File: src/core/ops_params.svh
/*
 * Register offsets, field positions, reset values and timing constants of the
 * optical phase sequencer.
 * Assumes a single 50 MHz core clock; included by bare name from core/.
 */
`ifndef OPS_PARAMS_SVH
`define OPS_PARAMS_SVH

// ****************************************
// register map
// ****************************************
`define OPS_ADDR_W            8
`define OPS_REG_W             24
`define OPS_ADDR_AMP_FB       8'h21
`define OPS_ADDR_EMIT_CUR     8'h22
`define OPS_RST_AMP_FB        24'h000000
`define OPS_RST_EMIT_CUR      24'h000000

// ****************************************
// field layout
// ****************************************
`define OPS_GAIN_W            3
`define OPS_CODE_W            6
`define OPS_FB_GAIN1_LSB      0
`define OPS_FB_CAP1_LSB       3
`define OPS_FB_GAIN2_LSB      6
`define OPS_FB_CAP2_LSB       9
`define OPS_FB_SPLIT_BIT      15
`define OPS_EC_CODE1_LSB      0
`define OPS_EC_CODE2_LSB      6
`define OPS_EC_CODE3_LSB      12
`define OPS_EC_DOUBLE_BIT     18

// ****************************************
// drive current steps in microamps
// ****************************************
`define OPS_CUR_W             17
`define OPS_STEP_UA           17'h0031a
`define OPS_STEP2X_UA         17'h00633

// ****************************************
// timing
// ****************************************
`define OPS_CLK_MHZ           50
`define OPS_PRF_PERIOD_US     10000
`define OPS_SAMPLE_US         100
`define OPS_CONVRST_US        2
`define OPS_CYC(us)           ((us) * `OPS_CLK_MHZ)

// phases that take the second gain/capacitance set when split is on
`define OPS_SET_TWO_MAP       4'h5

`endif

File: src/core/ops_pkg.sv
/*
 * Types shared by the optical phase sequencer modules.
 * Assumes nothing beyond a SystemVerilog compiler.
 */
package ops_pkg;

	typedef enum logic [2:0] {
		ST_GAP    = 3'h1,
		ST_SAMPLE = 3'h2,
		ST_CONV   = 3'h4
	} ops_state_t;

	typedef logic [1:0] ops_phase_t;

endpackage : ops_pkg

File: src/core/ops_phase_timer.sv
/*
 * Phase timer: runs one pulse repetition cycle of four phases, each a
 * sampling interval followed by a conversion reset interval, then idles.
 * Assumes a free running clock; ce_in low freezes every flop.
 */
`timescale 1ns/1ps
`include "ops_params.svh"

module ops_phase_timer #(
	parameter int CNT_W      = 24,
	parameter int PERIOD_CYC = `OPS_CYC(`OPS_PRF_PERIOD_US),
	parameter int SAMPLE_CYC = `OPS_CYC(`OPS_SAMPLE_US),
	parameter int CONV_CYC   = `OPS_CYC(`OPS_CONVRST_US)
) (
	input  wire logic              clk_in,
	input  wire logic              rst_b_in,
	input  wire logic              ce_in,
	output ops_pkg::ops_phase_t    phase_out,
	output logic                   sample_on_out,
	output logic                   conv_on_out,
	output logic                   conv_done_out,
	output logic                   cycle_start_out
);

	if (4 * (SAMPLE_CYC + CONV_CYC) >= PERIOD_CYC || SAMPLE_CYC < 1 || CONV_CYC < 1 ||
		PERIOD_CYC >= (1 << CNT_W)) begin : g_bad
		$error("ops_phase_timer: timing parameters do not fit");
	end

	ops_pkg::ops_state_t state;
	ops_pkg::ops_state_t next_state;
	logic [CNT_W-1:0]    period_cnt;
	logic [CNT_W-1:0]    tcnt;
	ops_pkg::ops_phase_t phase;

	wire period_wrap = (period_cnt == CNT_W'(PERIOD_CYC - 1));
	wire sample_end  = (tcnt == CNT_W'(SAMPLE_CYC - 1));
	wire conv_end    = (tcnt == CNT_W'(CONV_CYC - 1));

	always_comb begin
		next_state = state;
		unique case (state)
			ops_pkg::ST_GAP:    if (period_wrap) next_state = ops_pkg::ST_SAMPLE;
			ops_pkg::ST_SAMPLE: if (sample_end) next_state = ops_pkg::ST_CONV;
			ops_pkg::ST_CONV: begin
				if (conv_end) next_state = (phase == 2'h3) ? ops_pkg::ST_GAP : ops_pkg::ST_SAMPLE;
			end
			default:            next_state = ops_pkg::ST_GAP;
		endcase
	end

	always_ff @(posedge clk_in or negedge rst_b_in) begin
		if (!rst_b_in) begin
			state      <= ops_pkg::ST_GAP;
			period_cnt <= '0;
			tcnt       <= '0;
			phase      <= 2'h0;
		end else if (ce_in) begin
			state      <= next_state;
			period_cnt <= period_wrap ? '0 : period_cnt + 1'b1;
			tcnt       <= (next_state != state) ? '0 : tcnt + 1'b1;
			if (state == ops_pkg::ST_GAP) phase <= 2'h0;
			else if (state == ops_pkg::ST_CONV && conv_end) phase <= phase + 2'h1;
		end
	end

	assign phase_out       = phase;
	assign sample_on_out   = (state == ops_pkg::ST_SAMPLE);
	assign conv_on_out     = (state == ops_pkg::ST_CONV);
	assign conv_done_out   = ce_in && (state == ops_pkg::ST_CONV) && conv_end;
	assign cycle_start_out = ce_in && (state == ops_pkg::ST_GAP) && period_wrap;

endmodule : ops_phase_timer

File: src/core/ops_sequencer.sv
/*
 * Optical phase sequencer: orders four sampling phases per pulse repetition
 * cycle, pulses emitters, routes the amplifier to filter slots, applies gain,
 * capacitance and drive settings, and stores four samples per cycle.
 * Assumes the converter result is on the same clock and valid at the end of
 * each conversion reset interval; mode pin is asynchronous.
 */
`timescale 1ns/1ps
`include "ops_params.svh"

// Contract
// - four 24-bit samples per cycle, separate registers
// - one of four filter slots per phase
// - combined conversion reset is union of four
// - two-emitter order: two, ambient, one, ambient
// - three-emitter order: two, three, one, ambient
// - two gain/capacitance sets, fixed phase assignment
// - independent 6-bit drive code per emitter
// - normal range: about 0.8 mA per step
// - doubled range: about 1.6 mA per step
// - split off: gain set one everywhere
// - split on: gain set two on two phases
// - each gain set is a 3-bit field
// - split off: capacitance set one everywhere
// - split on: capacitance follows gain assignment
module ops_sequencer #(
	parameter int PERIOD_CYC = `OPS_CYC(`OPS_PRF_PERIOD_US),
	parameter int SAMPLE_CYC = `OPS_CYC(`OPS_SAMPLE_US),
	parameter int CONV_CYC   = `OPS_CYC(`OPS_CONVRST_US)
) (
	input  wire logic                    MCLK_IN,
	input  wire logic                    RST_B_IN,
	input  wire logic                    CE_IN,
	input  wire logic                    THREE_EMITTER_MODE_IN,
	input  wire logic                    REG_WR_IN,
	input  wire logic                    REG_RD_IN,
	input  wire logic [`OPS_ADDR_W-1:0]  REG_ADDR_IN,
	input  wire logic [`OPS_REG_W-1:0]   REG_WDATA_IN,
	output logic      [`OPS_REG_W-1:0]   REG_RDATA_OUT,
	input  wire logic [`OPS_REG_W-1:0]   SAMPLE_DATA_IN,
	output logic      [`OPS_REG_W-1:0]   RESULT0_OUT,
	output logic      [`OPS_REG_W-1:0]   RESULT1_OUT,
	output logic      [`OPS_REG_W-1:0]   RESULT2_OUT,
	output logic      [`OPS_REG_W-1:0]   RESULT3_OUT,
	output logic                         EMITTER_ONE_OUT,
	output logic                         EMITTER_TWO_OUT,
	output logic                         EMITTER_THREE_OUT,
	output logic      [`OPS_CUR_W-1:0]   EMITTER_CURRENT_UA_OUT,
	output logic      [3:0]              FILTER_SEL_OUT,
	output logic      [3:0]              CONV_RESET_PHASE_OUT,
	output logic                         CONV_RESET_OUT,
	output logic      [`OPS_GAIN_W-1:0]  GAIN_OUT,
	output logic      [`OPS_GAIN_W-1:0]  CAP_OUT
);

	// ****************************************
	// functions
	// ****************************************
	function automatic logic [2:0] emit_sel(input logic [1:0] ph, input logic three);
		// bits {three, two, one}; slots 1 and 3 are ambient in two-emitter mode
		unique case (ph)
			2'h0: emit_sel = 3'h2;
			2'h1: emit_sel = three ? 3'h4 : 3'h0;
			2'h2: emit_sel = 3'h1;
			2'h3: emit_sel = 3'h0;
		endcase
	endfunction : emit_sel

	function automatic logic [`OPS_CUR_W-1:0] current_ua(input logic [`OPS_CODE_W-1:0] code,
		input logic dbl);
		logic [`OPS_CUR_W-1:0] step;
		step = dbl ? `OPS_STEP2X_UA : `OPS_STEP_UA;
		current_ua = `OPS_CUR_W'(code * step);
	endfunction : current_ua

	// ****************************************
	// registers and mode pin
	// ****************************************
	logic [`OPS_REG_W-1:0] amp_feedback_config;
	logic [`OPS_REG_W-1:0] emitter_current_config;
	logic                  mode_meta;
	logic                  mode_sync;
	logic                  three_mode;

	wire sel_amp = (REG_ADDR_IN == `OPS_ADDR_AMP_FB);
	wire sel_cur = (REG_ADDR_IN == `OPS_ADDR_EMIT_CUR);
	wire [`OPS_REG_W-1:0] rd_mux = sel_amp ? amp_feedback_config :
		sel_cur ? emitter_current_config : '0;

	always_ff @(posedge MCLK_IN or negedge RST_B_IN) begin
		if (!RST_B_IN) begin
			amp_feedback_config    <= `OPS_RST_AMP_FB;
			emitter_current_config <= `OPS_RST_EMIT_CUR;
			REG_RDATA_OUT          <= '0;
		end else if (CE_IN) begin
			if (REG_WR_IN && sel_amp) amp_feedback_config <= REG_WDATA_IN;
			if (REG_WR_IN && sel_cur) emitter_current_config <= REG_WDATA_IN;
			if (REG_RD_IN) REG_RDATA_OUT <= rd_mux;
		end
	end

	wire                    split_gain_enable    = amp_feedback_config[`OPS_FB_SPLIT_BIT];
	wire [`OPS_GAIN_W-1:0]  gain_set_one         = amp_feedback_config[`OPS_FB_GAIN1_LSB +: `OPS_GAIN_W];
	wire [`OPS_GAIN_W-1:0]  gain_set_two         = amp_feedback_config[`OPS_FB_GAIN2_LSB +: `OPS_GAIN_W];
	wire [`OPS_GAIN_W-1:0]  feedback_cap_set_one = amp_feedback_config[`OPS_FB_CAP1_LSB +: `OPS_GAIN_W];
	wire [`OPS_GAIN_W-1:0]  feedback_cap_set_two = amp_feedback_config[`OPS_FB_CAP2_LSB +: `OPS_GAIN_W];
	wire [`OPS_CODE_W-1:0]  code_one  = emitter_current_config[`OPS_EC_CODE1_LSB +: `OPS_CODE_W];
	wire [`OPS_CODE_W-1:0]  code_two  = emitter_current_config[`OPS_EC_CODE2_LSB +: `OPS_CODE_W];
	wire [`OPS_CODE_W-1:0]  code_three = emitter_current_config[`OPS_EC_CODE3_LSB +: `OPS_CODE_W];
	wire                    drive_range_double = emitter_current_config[`OPS_EC_DOUBLE_BIT];

	// ****************************************
	// phase timing
	// ****************************************
	ops_pkg::ops_phase_t phase;
	logic                sample_on;
	logic                conv_on;
	logic                conv_done;
	logic                cycle_start;

	ops_phase_timer #(
		.PERIOD_CYC (PERIOD_CYC),
		.SAMPLE_CYC (SAMPLE_CYC),
		.CONV_CYC   (CONV_CYC)
	) u_timer (
		.clk_in          (MCLK_IN),
		.rst_b_in        (RST_B_IN),
		.ce_in           (CE_IN),
		.phase_out       (phase),
		.sample_on_out   (sample_on),
		.conv_on_out     (conv_on),
		.conv_done_out   (conv_done),
		.cycle_start_out (cycle_start)
	);

	// mode is taken only at cycle start so a cycle never mixes orders
	always_ff @(posedge MCLK_IN or negedge RST_B_IN) begin
		if (!RST_B_IN) begin
			mode_meta  <= 1'b0;
			mode_sync  <= 1'b0;
			three_mode <= 1'b0;
		end else if (CE_IN) begin
			mode_meta <= THREE_EMITTER_MODE_IN;
			mode_sync <= mode_meta;
			if (cycle_start) three_mode <= mode_sync;
		end
	end

	// ****************************************
	// per-phase selection
	// ****************************************
	localparam logic [3:0] SET_TWO_MAP = `OPS_SET_TWO_MAP;

	wire        use_set_two = split_gain_enable && SET_TWO_MAP[phase];
	wire [2:0]  emit_now    = sample_on ? emit_sel(phase, three_mode) : 3'h0;
	wire [3:0]  phase_hot   = 4'h1 << phase;
	wire [`OPS_CODE_W-1:0] code_now = emit_now[0] ? code_one : emit_now[1] ? code_two :
		emit_now[2] ? code_three : '0;
	wire [`OPS_GAIN_W-1:0] next_gain = use_set_two ? gain_set_two : gain_set_one;
	wire [`OPS_GAIN_W-1:0] next_cap  = use_set_two ? feedback_cap_set_two : feedback_cap_set_one;

	logic [`OPS_REG_W-1:0] result [0:3];

	always_ff @(posedge MCLK_IN or negedge RST_B_IN) begin
		if (!RST_B_IN) begin
			{EMITTER_THREE_OUT, EMITTER_TWO_OUT, EMITTER_ONE_OUT} <= 3'h0;
			EMITTER_CURRENT_UA_OUT <= '0;
			FILTER_SEL_OUT         <= 4'h0;
			CONV_RESET_PHASE_OUT   <= 4'h0;
			GAIN_OUT               <= '0;
			CAP_OUT                <= '0;
			for (int i = 0; i < 4; i++) result[i] <= '0;
		end else if (CE_IN) begin
			{EMITTER_THREE_OUT, EMITTER_TWO_OUT, EMITTER_ONE_OUT} <= emit_now;
			EMITTER_CURRENT_UA_OUT <= current_ua(code_now, drive_range_double);
			FILTER_SEL_OUT         <= sample_on ? phase_hot : 4'h0;
			CONV_RESET_PHASE_OUT   <= conv_on ? phase_hot : 4'h0;
			GAIN_OUT               <= next_gain;
			CAP_OUT                <= next_cap;
			if (conv_done) result[phase] <= SAMPLE_DATA_IN;
		end
	end

	assign CONV_RESET_OUT = |CONV_RESET_PHASE_OUT;
	assign RESULT0_OUT    = result[0];
	assign RESULT1_OUT    = result[1];
	assign RESULT2_OUT    = result[2];
	assign RESULT3_OUT    = result[3];

	// ****************************************
	// assertions
	// ****************************************
	property p_result_store;
		@(posedge MCLK_IN) disable iff (!RST_B_IN)
		conv_done |=> result[$past(phase)] == $past(SAMPLE_DATA_IN);
	endproperty
	a_result_store: assert property (p_result_store) else $error("sample not stored in its slot");

	property p_filter_slot;
		@(posedge MCLK_IN) disable iff (!RST_B_IN)
		(CE_IN && sample_on) |=> $onehot(FILTER_SEL_OUT) && FILTER_SEL_OUT == (4'h1 << $past(phase));
	endproperty
	a_filter_slot: assert property (p_filter_slot) else $error("wrong filter slot");

	property p_conv_union;
		@(posedge MCLK_IN) disable iff (!RST_B_IN)
		CE_IN |=> CONV_RESET_OUT == $past(conv_on) && $countones(CONV_RESET_PHASE_OUT) <= 1;
	endproperty
	a_conv_union: assert property (p_conv_union) else $error("combined conversion reset wrong");

	property p_two_mode_ambient;
		@(posedge MCLK_IN) disable iff (!RST_B_IN)
		(CE_IN && sample_on && !three_mode && phase[0])
			|=> !EMITTER_ONE_OUT && !EMITTER_TWO_OUT && !EMITTER_THREE_OUT;
	endproperty
	a_two_mode_ambient: assert property (p_two_mode_ambient) else $error("emitter lit in ambient");

	property p_three_mode_order;
		@(posedge MCLK_IN) disable iff (!RST_B_IN)
		(CE_IN && sample_on && three_mode) |=>
			(EMITTER_TWO_OUT == ($past(phase) == 2'h0)) && (EMITTER_THREE_OUT == ($past(phase) == 2'h1)) &&
			(EMITTER_ONE_OUT == ($past(phase) == 2'h2));
	endproperty
	a_three_mode_order: assert property (p_three_mode_order) else $error("three-emitter order wrong");

	property p_gain_select;
		@(posedge MCLK_IN) disable iff (!RST_B_IN)
		CE_IN |=> GAIN_OUT == (($past(split_gain_enable) && SET_TWO_MAP[$past(phase)]) ?
			$past(gain_set_two) : $past(gain_set_one));
	endproperty
	a_gain_select: assert property (p_gain_select) else $error("gain set mismatch");

	property p_cap_split_off;
		@(posedge MCLK_IN) disable iff (!RST_B_IN)
		(CE_IN && !split_gain_enable) |=> CAP_OUT == $past(feedback_cap_set_one);
	endproperty
	a_cap_split_off: assert property (p_cap_split_off) else $error("capacitance not set one");

	property p_drive_current;
		@(posedge MCLK_IN) disable iff (!RST_B_IN)
		(CE_IN && sample_on && phase == 2'h2) |=> EMITTER_CURRENT_UA_OUT ==
			`OPS_CUR_W'($past(code_one) * ($past(drive_range_double) ? `OPS_STEP2X_UA : `OPS_STEP_UA));
	endproperty
	a_drive_current: assert property (p_drive_current) else $error("emitter one current wrong");

	property p_mode_hold;
		@(posedge MCLK_IN) disable iff (!RST_B_IN)
		!cycle_start |=> $stable(three_mode);
	endproperty
	a_mode_hold: assert property (p_mode_hold) else $error("mode changed mid cycle");

	c_three_cycle: cover property (@(posedge MCLK_IN) disable iff (!RST_B_IN) EMITTER_THREE_OUT);
	c_split_gain: cover property (@(posedge MCLK_IN) disable iff (!RST_B_IN)
		split_gain_enable && use_set_two && sample_on);
	c_all_stored: cover property (@(posedge MCLK_IN) disable iff (!RST_B_IN) conv_done && phase == 2'h3);

endmodule : ops_sequencer

File: config.mk
export PLATFORM = sky130hd
export DESIGN_NAME = ops_sequencer
export DESIGN_NICKNAME = d
export VERILOG_FILES = /design/src/core/ops_pkg.sv /design/src/core/ops_phase_timer.sv /design/src/core/ops_sequencer.sv
export VERILOG_INCLUDE_DIRS = /design/src /design/src/core
export SDC_FILE = /design/constraint.sdc
export NUM_CORES = 1
export LEC_CHECK = 0
export CORE_AREA = 5 5 191 174
export CTS_BUF_LIST = sky130_fd_sc_hd__clkbuf_4 sky130_fd_sc_hd__clkbuf_8
export DETAILED_ROUTE_END_ITERATION = 8
export DIE_AREA = 0 0 196 179
export DONT_BUFFER_PORTS = 1
export GPL_TIMING_DRIVEN = 0
export PLACE_DENSITY = 0.61
export SETUP_SLACK_MARGIN = 0.15
export SYNTH_ARGS = -nofsm -noshare
export SYNTH_HDL_FRONTEND = slang
export SYNTH_SLANG_ARGS = --single-unit
File: constraint.sdc
create_clock -name MCLK_IN -period 11.3 [get_ports MCLK_IN]
set_input_delay 0.565 -clock MCLK_IN [delete_from_list [all_inputs] [get_ports MCLK_IN]]
set_output_delay 0.565 -clock MCLK_IN [all_outputs]
set_load 0.005 [all_outputs]
==> impl_results.md, run 1 <==
* Core Region at 0.0308 mm²
* Setup Skew at 28.6 ps
* ANT cells at 0
* VDD IR-drop max at 0.0909 mV
* Switching share of power at 0.232
* Top cell by count, worst path: fa_1
* Io pins at 217
* Async SR Flop Fraction at 1.00
* Global placement routability congestion at 0.828
* Post-synthesis compound-gate area fraction at 0.0801
* WP buf/inv at 4
* RSZ-0062 raised after global routing: false
* Pre-antenna DRT Iters at 5
* Startpoint types: register
* Post-synthesis mux area share at 0.152
* CTS tree: done
* Net Sw Power at 459 µW
* Cell Area, Placed at 0.0127 mm²
* Leakage power at 0.00668 µW
* EDFF count, synth at 0
* Slowest CP cell: nor3b_1
* HP Class: primary input to register
* Largest family of logic cells by synthesized area: multiplexers
* Grt ovf at 0
* Die Span Y at 179 µm
* FILL cells at 2882
* PortBufs at 0
* Antenna violations before repair at 0
* CP Class: register to register
* Yosys top cell by area: dfrtp_1
* Pin count of the biggest net entering global routing at 258
* Gate power share at 0.039
* Worst-Margin Slew at 1090 ps
* First-pass GRT wire length at 48500 µm
* Count of pins over their slew limit at 0
* Top delay family on crit path: compound AO/OA/AOI/OAI gates
* Top-area cell type share of the netlist area at 0.525
* Htree depth at 2
* Ys flop type: dfrtp_1
* HPWL Detailed at 21900 µm
* Internal Power at 1520 µW
* Synth Area in Adders at 0.0681
* Clock root cell: clkbuf_8
* Setup-failing EPs final at 0
* Die X at 196 µm
* # rows at 61
* Worst setup EP type: register
* Slew headroom at 0.273
* Postcts setup bufs at 0
* Antenna-violating nets left at 0
* Synth top area cells: dfrtp_1 52%, mux2_2 14%, ha_1 4.5%
* Worst EP arrival at 6330 ps
* Status: complete, no violations
* Max Cap Violations at 0
* Vias per cell at 5.29
* Area delta synth->final at 13.1%
* Fin nets at 1199
* Final Critical Period at 5910 ps
* Register area share after synthesis at 0.527
* Final TNS setup at 0 ps
* Seq pwr share at 0.486
* Design Area, Final at 0.0138 mm²
* Gate Count Post-Synth at 1029
* Share of cells above drive strength 1 at 0.233
* Vias in the first global route at 8397
* WL final at 30500 µm
* Crit Path Max Fanout at 9
* Initial DRC count at 374
* Finished Core Util at 0.448
* Synth cell count leaders: 256 x dfrtp_1, 157 x mux2_2, 71 x nand2_1, 58 x nor2_1, 55 x inv_1
* Fmax achieved at 0.169 GHz
* YS warnings at 0
* Max stage delay on crit path at 640 ps
* Clock Sinks at 257
* DR WL/cell at 20.0 µm
* Syn nets at 1149
* Clk slew on worst S/H paths at 60 ps
* Final Hold Vio Count at 0
* Clk buf depth at 3
* Synth Area in XOR/XNOR at 0.0344
* Drt drc at 0
* Required @ worst endpoint at 11720 ps
* Simple-gate portion of the synthesized area at 0.106
* Clock Power Share at 0.475
* Post-cts sizing count at 0
* Final Cycle Share at 0.523
* P per Cell Area at 144 mW/mm²
* Total GRT Usage at 0.171
* DR vias at 8053
* Die area at 0.0351 mm²
* Cts bufs inserted at 45
* Top-count cell post-synth: dfrtp_1
* Initial Utilization at 0.396
* Skew-Pair Late Insertion Delay at 560 ps
* Worst-path cell chain: buf_2 -> nor3b_1 -> and2_1 -> clkbuf_1 -> a22oi_1 -> a21oi_1 -> and2_1 -> fa_1 -> inv_1 -> fa_1 -> fa_1 -> inv_1 -> ha_1 -> a211oi_1 -> o21bai_1 -> a21oi_1 -> o21bai_1 -> a2111o_1 -> o311ai_0
* Synth Register Bits at 257
* Post-synth cell types at 64
* Syn_area_per_cell at 11.9 µm²
* Post-synthesis cell area at 0.0122 mm²
## final cells by class
class	count	area, µm²	area share
timing repair buffer	3	65.1	0.00471
inverter	56	210	0.0152
sequential	257	6430	0.466
tap	409	512	0.0371
clock inverter	13	129	0.00933
clock buffer	69	893	0.0647
multi-input combinational	673	5390	0.390
buffer	43	180	0.0130
## cell usage in the layout, fill, tap and decap left out, types with 8 or more instances in the layout
| master | Yosys | routed |
|---|---|---|
| a21oi_1 | 21 | 21 |
| a22oi_1 | 29 | 29 |
| and2_1 | 9 | 9 |
| and3_1 | 8 | 8 |
| buf_1 | 8 | 8 |
| clkbuf_1 | 27 | 27 |
| clkbuf_4 | 0 | 9 |
| clkbuf_8 | 0 | 60 |
| clkinv_2 | 0 | 9 |
| dfrtp_1 | 256 | 256 |
| fa_1 | 14 | 14 |
| ha_1 | 44 | 44 |
| inv_1 | 55 | 55 |
| mux2_2 | 157 | 157 |
| mux2i_1 | 9 | 9 |
| nand2_1 | 71 | 71 |
| nand2b_1 | 8 | 8 |
| nand3_1 | 21 | 21 |
| nand4_1 | 20 | 20 |
| nor2_1 | 58 | 58 |
| nor2b_1 | 9 | 9 |
| nor3_1 | 11 | 11 |
| o21ai_0 | 47 | 47 |
| xnor2_1 | 26 | 26 |
| xor2_1 | 22 | 22 |
## power groups by stage
| stage | Sequential, µW | Clock [µW] | Combinational (µW) |
|---|---|---|---|
| after floorplan | 973 | 0 | 44.1 |
| after global placement | 979 | 0 | 56.2 |
| after detailed placement | 979 | 0 | 57.8 |
| after CTS | 963 | 962 | 77.4 |
| after global routing | 966 | 1010 | 89.1 |
| final | 963 | 941 | 76.9 |
## registers in the layout, indices dropped and copies added, names as in the netlist, 4 cells and up
name                    count
FILTER_SEL_OUT              4
u_timer.tcnt               24
RESULT1_OUT                24
RESULT0_OUT                24
amp_feedback_config        24
CONV_RESET_PHASE_OUT        4
EMITTER_CURRENT_UA_OUT     17
RESULT3_OUT                24
RESULT2_OUT                24
emitter_current_config     24
REG_RDATA_OUT              24
u_timer.period_cnt         24
## metrics by stage
step / std cells / hold WS (ps) / worst slack [ps] / power, µW
2_1_floorplan: 1029 / 269 / 6540 / 1020
3_3_place_gp: 1438 / 276 / 5460 / 1030
3_5_place_dp: 1438 / 275 / 5440 / 1040
4_1_cts: 1521 / 110 / 5380 / 2000
5_1_grt: 1523 / 114 / 4900 / 2060
6_report: 1523 / 151 / 5390 / 1980
## timing repair
item                                    in CTS  in global routing
hold endpoints to repair                   257                 81
endpoints found under the setup margin       0                  0
hold buffers                                 1                  1
## final timing paths
| path | start | to | slack, ps | cells past startpoint |
|---|---|---|---|---|
| min in group asynchronous | RST_B_IN | amp_feedback_config[14] | 590 | 2 |
| worst max-delay path | u_timer.state[2] | EMITTER_CURRENT_UA_OUT[10] | 5390 | 19 |
| max in group asynchronous | RST_B_IN | u_timer.period_cnt[14] | 9460 | 3 |
| worst max register to register | u_timer.state[2] | EMITTER_CURRENT_UA_OUT[10] | 5390 | 19 |
| worst min-delay path | SAMPLE_DATA_IN[2] | RESULT3_OUT[2] | 150 | 1 |
| worst min register to register | u_timer.period_cnt[23] | u_timer.period_cnt[23] | 480 | 1 |
## metal layers
metal,share of wire,wire length (µm),GRT usage
met1,0.44,13300,0.229
met5,0,0,0
met3,0.065,1970,0.0498
met4,0.020,621,0.0468
met2,0.48,14600,0.274
## cells by family after synthesis
family / after synthesis
buf+inv: 99
xor+xnor: 48
fa+ha+maj: 58
simple gates: 254
mux: 166
compound gates: 147
flops: 257
Power figures use the tool's default switching activity.
==> run 2: changes to the inputs <==
--- a/config.mk
+++ b/config.mk
@@ -12,7 +12,7 @@
 export DIE_AREA = 0 0 196 179
 export DONT_BUFFER_PORTS = 1
 export GPL_TIMING_DRIVEN = 0
-export PLACE_DENSITY = 0.61
+export PLACE_DENSITY = 0.63
 export SETUP_SLACK_MARGIN = 0.15
 export SYNTH_ARGS = -nofsm -noshare
 export SYNTH_HDL_FRONTEND = slang
==> constraint.sdc (replaced) <==
create_clock -name MCLK_IN -period 4.9 [get_ports MCLK_IN]
set_input_delay 0.245 -clock MCLK_IN [delete_from_list [all_inputs] [get_ports MCLK_IN]]
set_output_delay 0.245 -clock MCLK_IN [all_outputs]
set_load 0.005 [all_outputs]
==> impl_results.md, run 2 (synthesis gave the netlist of run 1 again) <==
* Non-Filler Instances at 1587 (was 1523)
* Area delta synth->final at 19.7% (was 13.1%)
* Core Region at 0.0308 mm² (unchanged)
* Antenna violations before repair at 0 (unchanged)
* Leakage power at 0.00697 µW (was 0.00668 µW)
* Required @ worst endpoint at 5350 ps (was 11720 ps)
* Slew headroom at 0.314 (was 0.273)
* Cts bufs inserted at 44 (was 45)
* WL final at 31000 µm (was 30500 µm)
* Final Cycle Share at 0.934 (was 0.523)
* Worst EP arrival at 5020 ps (was 6330 ps)
* Final Critical Period at 4580 ps (was 5910 ps)
* DR vias at 8329 (was 8053)
* Count of pins over their slew limit at 0 (unchanged)
* Internal Power at 3350 µW (was 1520 µW)
* VDD IR-drop max at 0.223 mV (was 0.0909 mV)
* ANT cells at 0 (unchanged)
* Die X at 196 µm (unchanged)
* Clk buf depth at 3 (unchanged)
* Commonest non-fill, non-tap cell in the layout: dfrtp_1 (unchanged)
* Gate power share at 0.041 (was 0.039)
* Switching share of power at 0.233 (was 0.232)
* Crit Path Max Fanout at 6 (was 9)
* Startpoint types: register (unchanged)
* Setup Skew at 51.6 ps (was 28.6 ps)
* Grt ovf at 0 (unchanged)
* Share of cells above drive strength 1 at 0.273 (was 0.233)
* Max Cap Violations at 0 (unchanged)
* Worst setup EP type: register (unchanged)
* Net Sw Power at 1020 µW (was 459 µW)
* Clock root cell: clkbuf_8 (unchanged)
* Seq pwr share at 0.509 (was 0.486)
* Vias per cell at 5.25 (was 5.29)
* # rows at 61 (unchanged)
* Violated checks: negative hold slack
* DR WL/cell at 19.5 µm (was 20.0 µm)
* Setup-failing EPs final at 0 (unchanged)
* Final TNS setup at 0 ps (unchanged)
* Vias in the first global route at 8444 (was 8397)
* Pre-antenna DRT Iters at 5 (unchanged)
* Total GRT Usage at 0.171 (about the same)
* First-pass GRT wire length at 48300 µm (was 48500 µm)
* Final Hold Vio Count at 257 (was 0)
* FILL cells at 2827 (was 2882)
* P per Cell Area at 298 mW/mm² (was 144 mW/mm²)
* CP Class: register to register (unchanged)
* Initial Utilization at 0.396 (unchanged)
* HPWL Detailed at 21700 µm (was 21900 µm)
* Worst-Margin Slew at 1030 ps (was 1090 ps)
* CTS tree: done (unchanged)
* Drt drc at 0 (unchanged)
* HP Class: primary input to async pin (was primary input to register)
* Antenna-violating nets left at 0 (unchanged)
* Cell total after placement at 1438 (unchanged)
* Hold-fix buffers, CTS at 49 (was 1)
* Htree depth at 2 (unchanged)
* Global placement routability congestion at 0.815 (was 0.828)
* PortBufs at 0 (unchanged)
* Clock Sinks at 257 (unchanged)
* Most frequent cells in the layout: 254 x dfrtp_1, 157 x mux2_2, 70 x nand2_1 (was 256 x dfrtp_1, 157 x mux2_2, 71 x nand2_1)
* Initial DRC count at 517 (was 374)
* Fmax achieved at 0.218 GHz (was 0.169 GHz)
* Status: finished with violations (was complete, no violations)
* Die area at 0.0351 mm² (unchanged)
* Total power at 4360 µW (was 1980 µW)
* Clk slew on worst S/H paths at 60 ps (about the same)
* RSZ-0062 raised after global routing: true (was false)
* Clock Power Share at 0.450 (was 0.475)
* Pin count of the biggest net entering global routing at 258 (unchanged)
* WHS at -580 ps (was 151 ps)
* Skew-Pair Late Insertion Delay at 580 ps (was 560 ps)
* Io pins at 217 (unchanged)
* Die Span Y at 179 µm (unchanged)
* Fin nets at 1273 (was 1199)
## run 2: power by group through the flow
stage | clock network [µW] | registers, µW | logic [µW]
floorplan | 0 | 2240 | 102
global placement | 0 | 2260 | 129
detailed placement | 0 | 2260 | 133
CTS | 2020 | 2220 | 177
global route | 2110 | 2230 | 200
finish | 1960 | 2220 | 180
## run 2: final timing paths
path	from	to	slack (ps)	cells after the start
min in group MCLK_IN	REG_ADDR_IN[0]	REG_RDATA_OUT[23]	90	3
setup reg to reg	u_timer.state[0]	EMITTER_CURRENT_UA_OUT[13]	320	18
setup / recovery	u_timer.state[0]	EMITTER_CURRENT_UA_OUT[13]	320	18
max in group asynchronous	RST_B_IN	u_timer.state[1]	4770	0
hold / removal	RST_B_IN	RESULT1_OUT[22]	-580	0
hold reg to reg	u_timer.period_cnt[23]	u_timer.period_cnt[23]	470	1
## run 2: cell type report
type | instances | area (µm²) | share of cell area
sequential | 257 | 6430 | 0.440
multi-input combinational | 673 | 5640 | 0.386
clock buffer | 64 | 787 | 0.0538
timing repair buffer | 78 | 729 | 0.0499
tap | 409 | 512 | 0.0350
buffer | 43 | 214 | 0.0146
inverter | 56 | 210 | 0.0144
clock inverter | 7 | 88.8 | 0.00608
## run 2: layer usage
| layer | part of all wire | global-route usage |
|---|---|---|
| met1 | 0.43 | 0.234 |
| met5 | 0 | 0 |
| met2 | 0.48 | 0.269 |
| met3 | 0.068 | 0.0462 |
| met4 | 0.020 | 0.0524 |
## run 2: per-stage QoR
stage	setup WS [ps]	util	hold WS [ps]	instance area, µm²
2_1_floorplan	249	-	-50.6	12200
3_3_place_gp	-619	0.413	-33.0	12700
3_5_place_dp	-628	0.413	-31.2	12700
4_1_cts	159	0.465	-658	14300
5_1_grt	113	0.474	-621	14600
6_report	323	0.474	-580	14600
## run 2: timing repair
item	CTS	global route
endpoints found under the setup margin	11	8
gates cloned	0	1
resized for setup	32	43
hold endpoints to repair	402	257
setup buffers	12	16
pin swaps	12	23
## run 2: worst max-delay path, stage by stage, from the launching register on
cell and delay (ps):
dfstp_2 560, nor3b_4 60, and2_1 180, buf_6 140, a22oi_2 250, a21oi_2 110, and2_4 180, fa_1 560
inv_1 60, fa_1 450, fa_1 490, inv_1 60, ha_4 300, a211oi_2 70, o21a_2 250, o31ai_4 290
nor2_2 70, xnor2_1 130, mux2_2 260
==> run 3: changes to the inputs <==
--- a/config.mk
+++ b/config.mk
@@ -6,14 +6,18 @@
 export SDC_FILE = /design/constraint.sdc
 export NUM_CORES = 1
 export LEC_CHECK = 0
+export CELL_PAD_IN_SITES_DETAIL_PLACEMENT = 1
+export CELL_PAD_IN_SITES_GLOBAL_PLACEMENT = 1
 export CORE_AREA = 5 5 191 174
 export CTS_BUF_LIST = sky130_fd_sc_hd__clkbuf_4 sky130_fd_sc_hd__clkbuf_8
 export DETAILED_ROUTE_END_ITERATION = 8
 export DIE_AREA = 0 0 196 179
 export DONT_BUFFER_PORTS = 1
 export GPL_TIMING_DRIVEN = 0
-export PLACE_DENSITY = 0.63
+export PLACE_DENSITY = 0.74
+export RECOVER_POWER = 50
 export SETUP_SLACK_MARGIN = 0.15
 export SYNTH_ARGS = -nofsm -noshare
 export SYNTH_HDL_FRONTEND = slang
 export SYNTH_SLANG_ARGS = --single-unit
+export TNS_END_PERCENT = 20
==> impl_results.md, run 3 (synthesis gave the netlist of run 1 again) <==
* Status: finished with violations (unchanged)
* Violated checks: negative hold slack (unchanged)
* PortBufs at 0 (unchanged)
* Io pins at 217 (unchanged)
* Drt drc at 0 (unchanged)
* HP Class: primary input to async pin (unchanged)
* Clk slew on worst S/H paths at 60 ps (about the same)
* Cts bufs inserted at 44 (unchanged)
* Clock Power Share at 0.460 (was 0.450)
* Max Cap Violations at 0 (unchanged)
* WHS at -625 ps (was -580 ps)
* Hold-fix buffers, CTS at 49 (unchanged)
* Fin nets at 1261 (was 1273)
* Vias in the first global route at 9619 (was 8444)
* ANT cells at 0 (unchanged)
* Die Span Y at 179 µm (unchanged)
* Core Region at 0.0308 mm² (unchanged)
* Worst EP arrival at 5210 ps (was 5020 ps)
* Final Critical Period at 4750 ps (was 4580 ps)
* Slew headroom at 0.161 (was 0.314)
* Clock root cell: clkbuf_8 (unchanged)
* Required @ worst endpoint at 5360 ps (was 5350 ps)
* Net Sw Power at 1080 µW (was 1020 µW)
* P per Cell Area at 309 mW/mm² (was 298 mW/mm²)
* Fmax achieved at 0.211 GHz (was 0.218 GHz)
* Antenna-violating nets left at 0 (unchanged)
* Pin count of the biggest net entering global routing at 258 (unchanged)
* Antenna violations before repair at 1 (was 0)
* Gate power share at 0.041 (about the same)
* Seq pwr share at 0.499 (was 0.509)
* CP Class: register to register (unchanged)
* WL final at 35300 µm (was 31000 µm)
* Grt ovf at 0 (unchanged)
* RSZ-0062 raised after global routing: true (unchanged)
* Worst-Margin Slew at 1260 ps (was 1030 ps)
* Crit Path Max Fanout at 9 (was 6)
* Area delta synth->final at 18.0% (was 19.7%)
* Pre-antenna DRT Iters at 4 (was 5)
* Total GRT Usage at 0.199 (was 0.171)
* Commonest non-fill, non-tap cell in the layout: dfrtp_1 (unchanged)
* DR WL/cell at 22.3 µm (was 19.5 µm)
* Most frequent cells in the layout: 254 x dfrtp_1, 157 x mux2_2, 70 x nand2_1 (unchanged)
* First-pass GRT wire length at 55700 µm (was 48300 µm)
* Worst setup EP type: register (unchanged)
* # rows at 61 (unchanged)
* Dpl ws at -641 ps (was -628 ps)
* Clk buf depth at 3 (unchanged)
* VDD IR-drop max at 0.200 mV (was 0.223 mV)
* R2R cell count at 18 (unchanged)
* R2r setup slk at 150 ps (was 320 ps)
* DR vias at 8579 (was 8329)
* Global placement routability congestion at 0.795 (was 0.815)
* Reg-to-reg endpoint: EMITTER_CURRENT_UA_OUT[12] (was EMITTER_CURRENT_UA_OUT[13])
* FF-to-FF Start: u_timer.state[2] (was u_timer.state[0])
* Die area at 0.0351 mm² (unchanged)
* HPWL Detailed at 23900 µm (was 21700 µm)
* Leakage power at 0.00692 µW (was 0.00697 µW)
* Initial Utilization at 0.396 (unchanged)
* Share of cells above drive strength 1 at 0.259 (was 0.273)
* Switching share of power at 0.241 (was 0.233)
* Skew-Pair Late Insertion Delay at 570 ps (was 580 ps)
* Internal Power at 3380 µW (was 3350 µW)
* Htree depth at 2 (unchanged)
* Vias per cell at 5.42 (was 5.25)
* Worst Setup Slack, final at 152 ps (was 323 ps)
* Initial DRC count at 353 (was 517)
* Finished Core Util at 0.467 (was 0.474)
* Final TNS setup at 0 ps (unchanged)
* CTS tree: done (unchanged)
* FILL cells at 3264 (was 2827)
* Final Hold Vio Count at 257 (unchanged)
* Startpoint types: register (unchanged)
* Count of pins over their slew limit at 0 (unchanged)
* Setup-failing EPs final at 0 (unchanged)
* Setup Skew at 17.8 ps (was 51.6 ps)
* Total power at 4450 µW (was 4360 µW)
* Clock Sinks at 257 (unchanged)
* Die X at 196 µm (unchanged)
* Final Cycle Share at 0.969 (was 0.934)
-- run 3: cell count changes in the layout (fill, tap and decap cells not counted), sizes merged --
cell	delta
clkbuf	+9
buf	-14
bufinv	-1
clkinvlp	+1
clkinv	+2
-- run 3: metal layers --
layer,vias up,track usage,routed length (µm)
li1,3872,-,-
met1,4416,0.249,14700
met2,244,0.331,16800
met3,47,0.0720,3090
met4,0,0.0497,703
met5,-,0,0
-- run 3: worst max-delay path by stage --
| stage | start | endpoint | slack [ps] | cells past startpoint |
|---|---|---|---|---|
| after CTS | u_timer.state[2] | EMITTER_CURRENT_UA_OUT[10] | 130 | 18 |
| after global placement | u_timer.state[1] | EMITTER_CURRENT_UA_OUT[10] | -620 | 18 |
| after floorplan | u_timer.phase_out[0] | EMITTER_CURRENT_UA_OUT[10] | 250 | 19 |
| after detailed placement | u_timer.state[2] | EMITTER_CURRENT_UA_OUT[10] | -640 | 19 |
| after global routing | u_timer.state[2] | EMITTER_CURRENT_UA_OUT[13] | -60 | 18 |
| final | u_timer.state[2] | EMITTER_CURRENT_UA_OUT[12] | 150 | 18 |
-- run 3: cell type report --
cell class / instances / area (µm²) / area share
buffer: 43 / 198 / 0.0137
inverter: 56 / 210 / 0.0146
sequential: 257 / 6430 / 0.447
clock inverter: 9 / 68.8 / 0.00478
clock buffer: 71 / 858 / 0.0596
tap: 409 / 512 / 0.0355
timing repair buffer: 66 / 618 / 0.0429
multi-input combinational: 673 / 5510 / 0.382
-- run 3: stage by stage --
stage          hold WS (ps)  cell area, µm²  instances
2_1_floorplan         -50.6           12200       1029
3_3_place_gp          -35.0           12700       1438
3_5_place_dp          -34.6           12700       1438
4_1_cts                -641           14400       1581
5_1_grt                -652           14400       1584
6_report               -625           14400       1584
-- run 3: worst max-delay path, stage by stage (launching register included) --
cell	delay, ps
dfrtp_1	360
buf_4	170
nor3b_4	300
and4b_2	380
a22oi_2	110
a21oi_2	200
and2_4	180
fa_1	450
inv_1	100
fa_1	450
fa_1	530
inv_1	60
ha_4	290
o21ai_2	60
or3_1	380
nand3_2	90
o31a_1	250
a211oi_1	90
a21o_1	180
-- run 3: power groups by stage --
stage	clock network (µW)	registers, µW	logic (µW)
6_report	2050	2220	182
5_1_grt	2220	2230	197
4_1_cts	2090	2220	182
3_5_place_dp	0	2260	137
3_3_place_gp	0	2260	131
2_1_floorplan	0	2240	102
-- run 3: what timing repair did --
action,CTS,global route
endpoints found under the setup margin,11,8
endpoints found under the hold margin,402,257
gates resized for setup,33,7
pin swaps,19,4
setup buffers,14,3
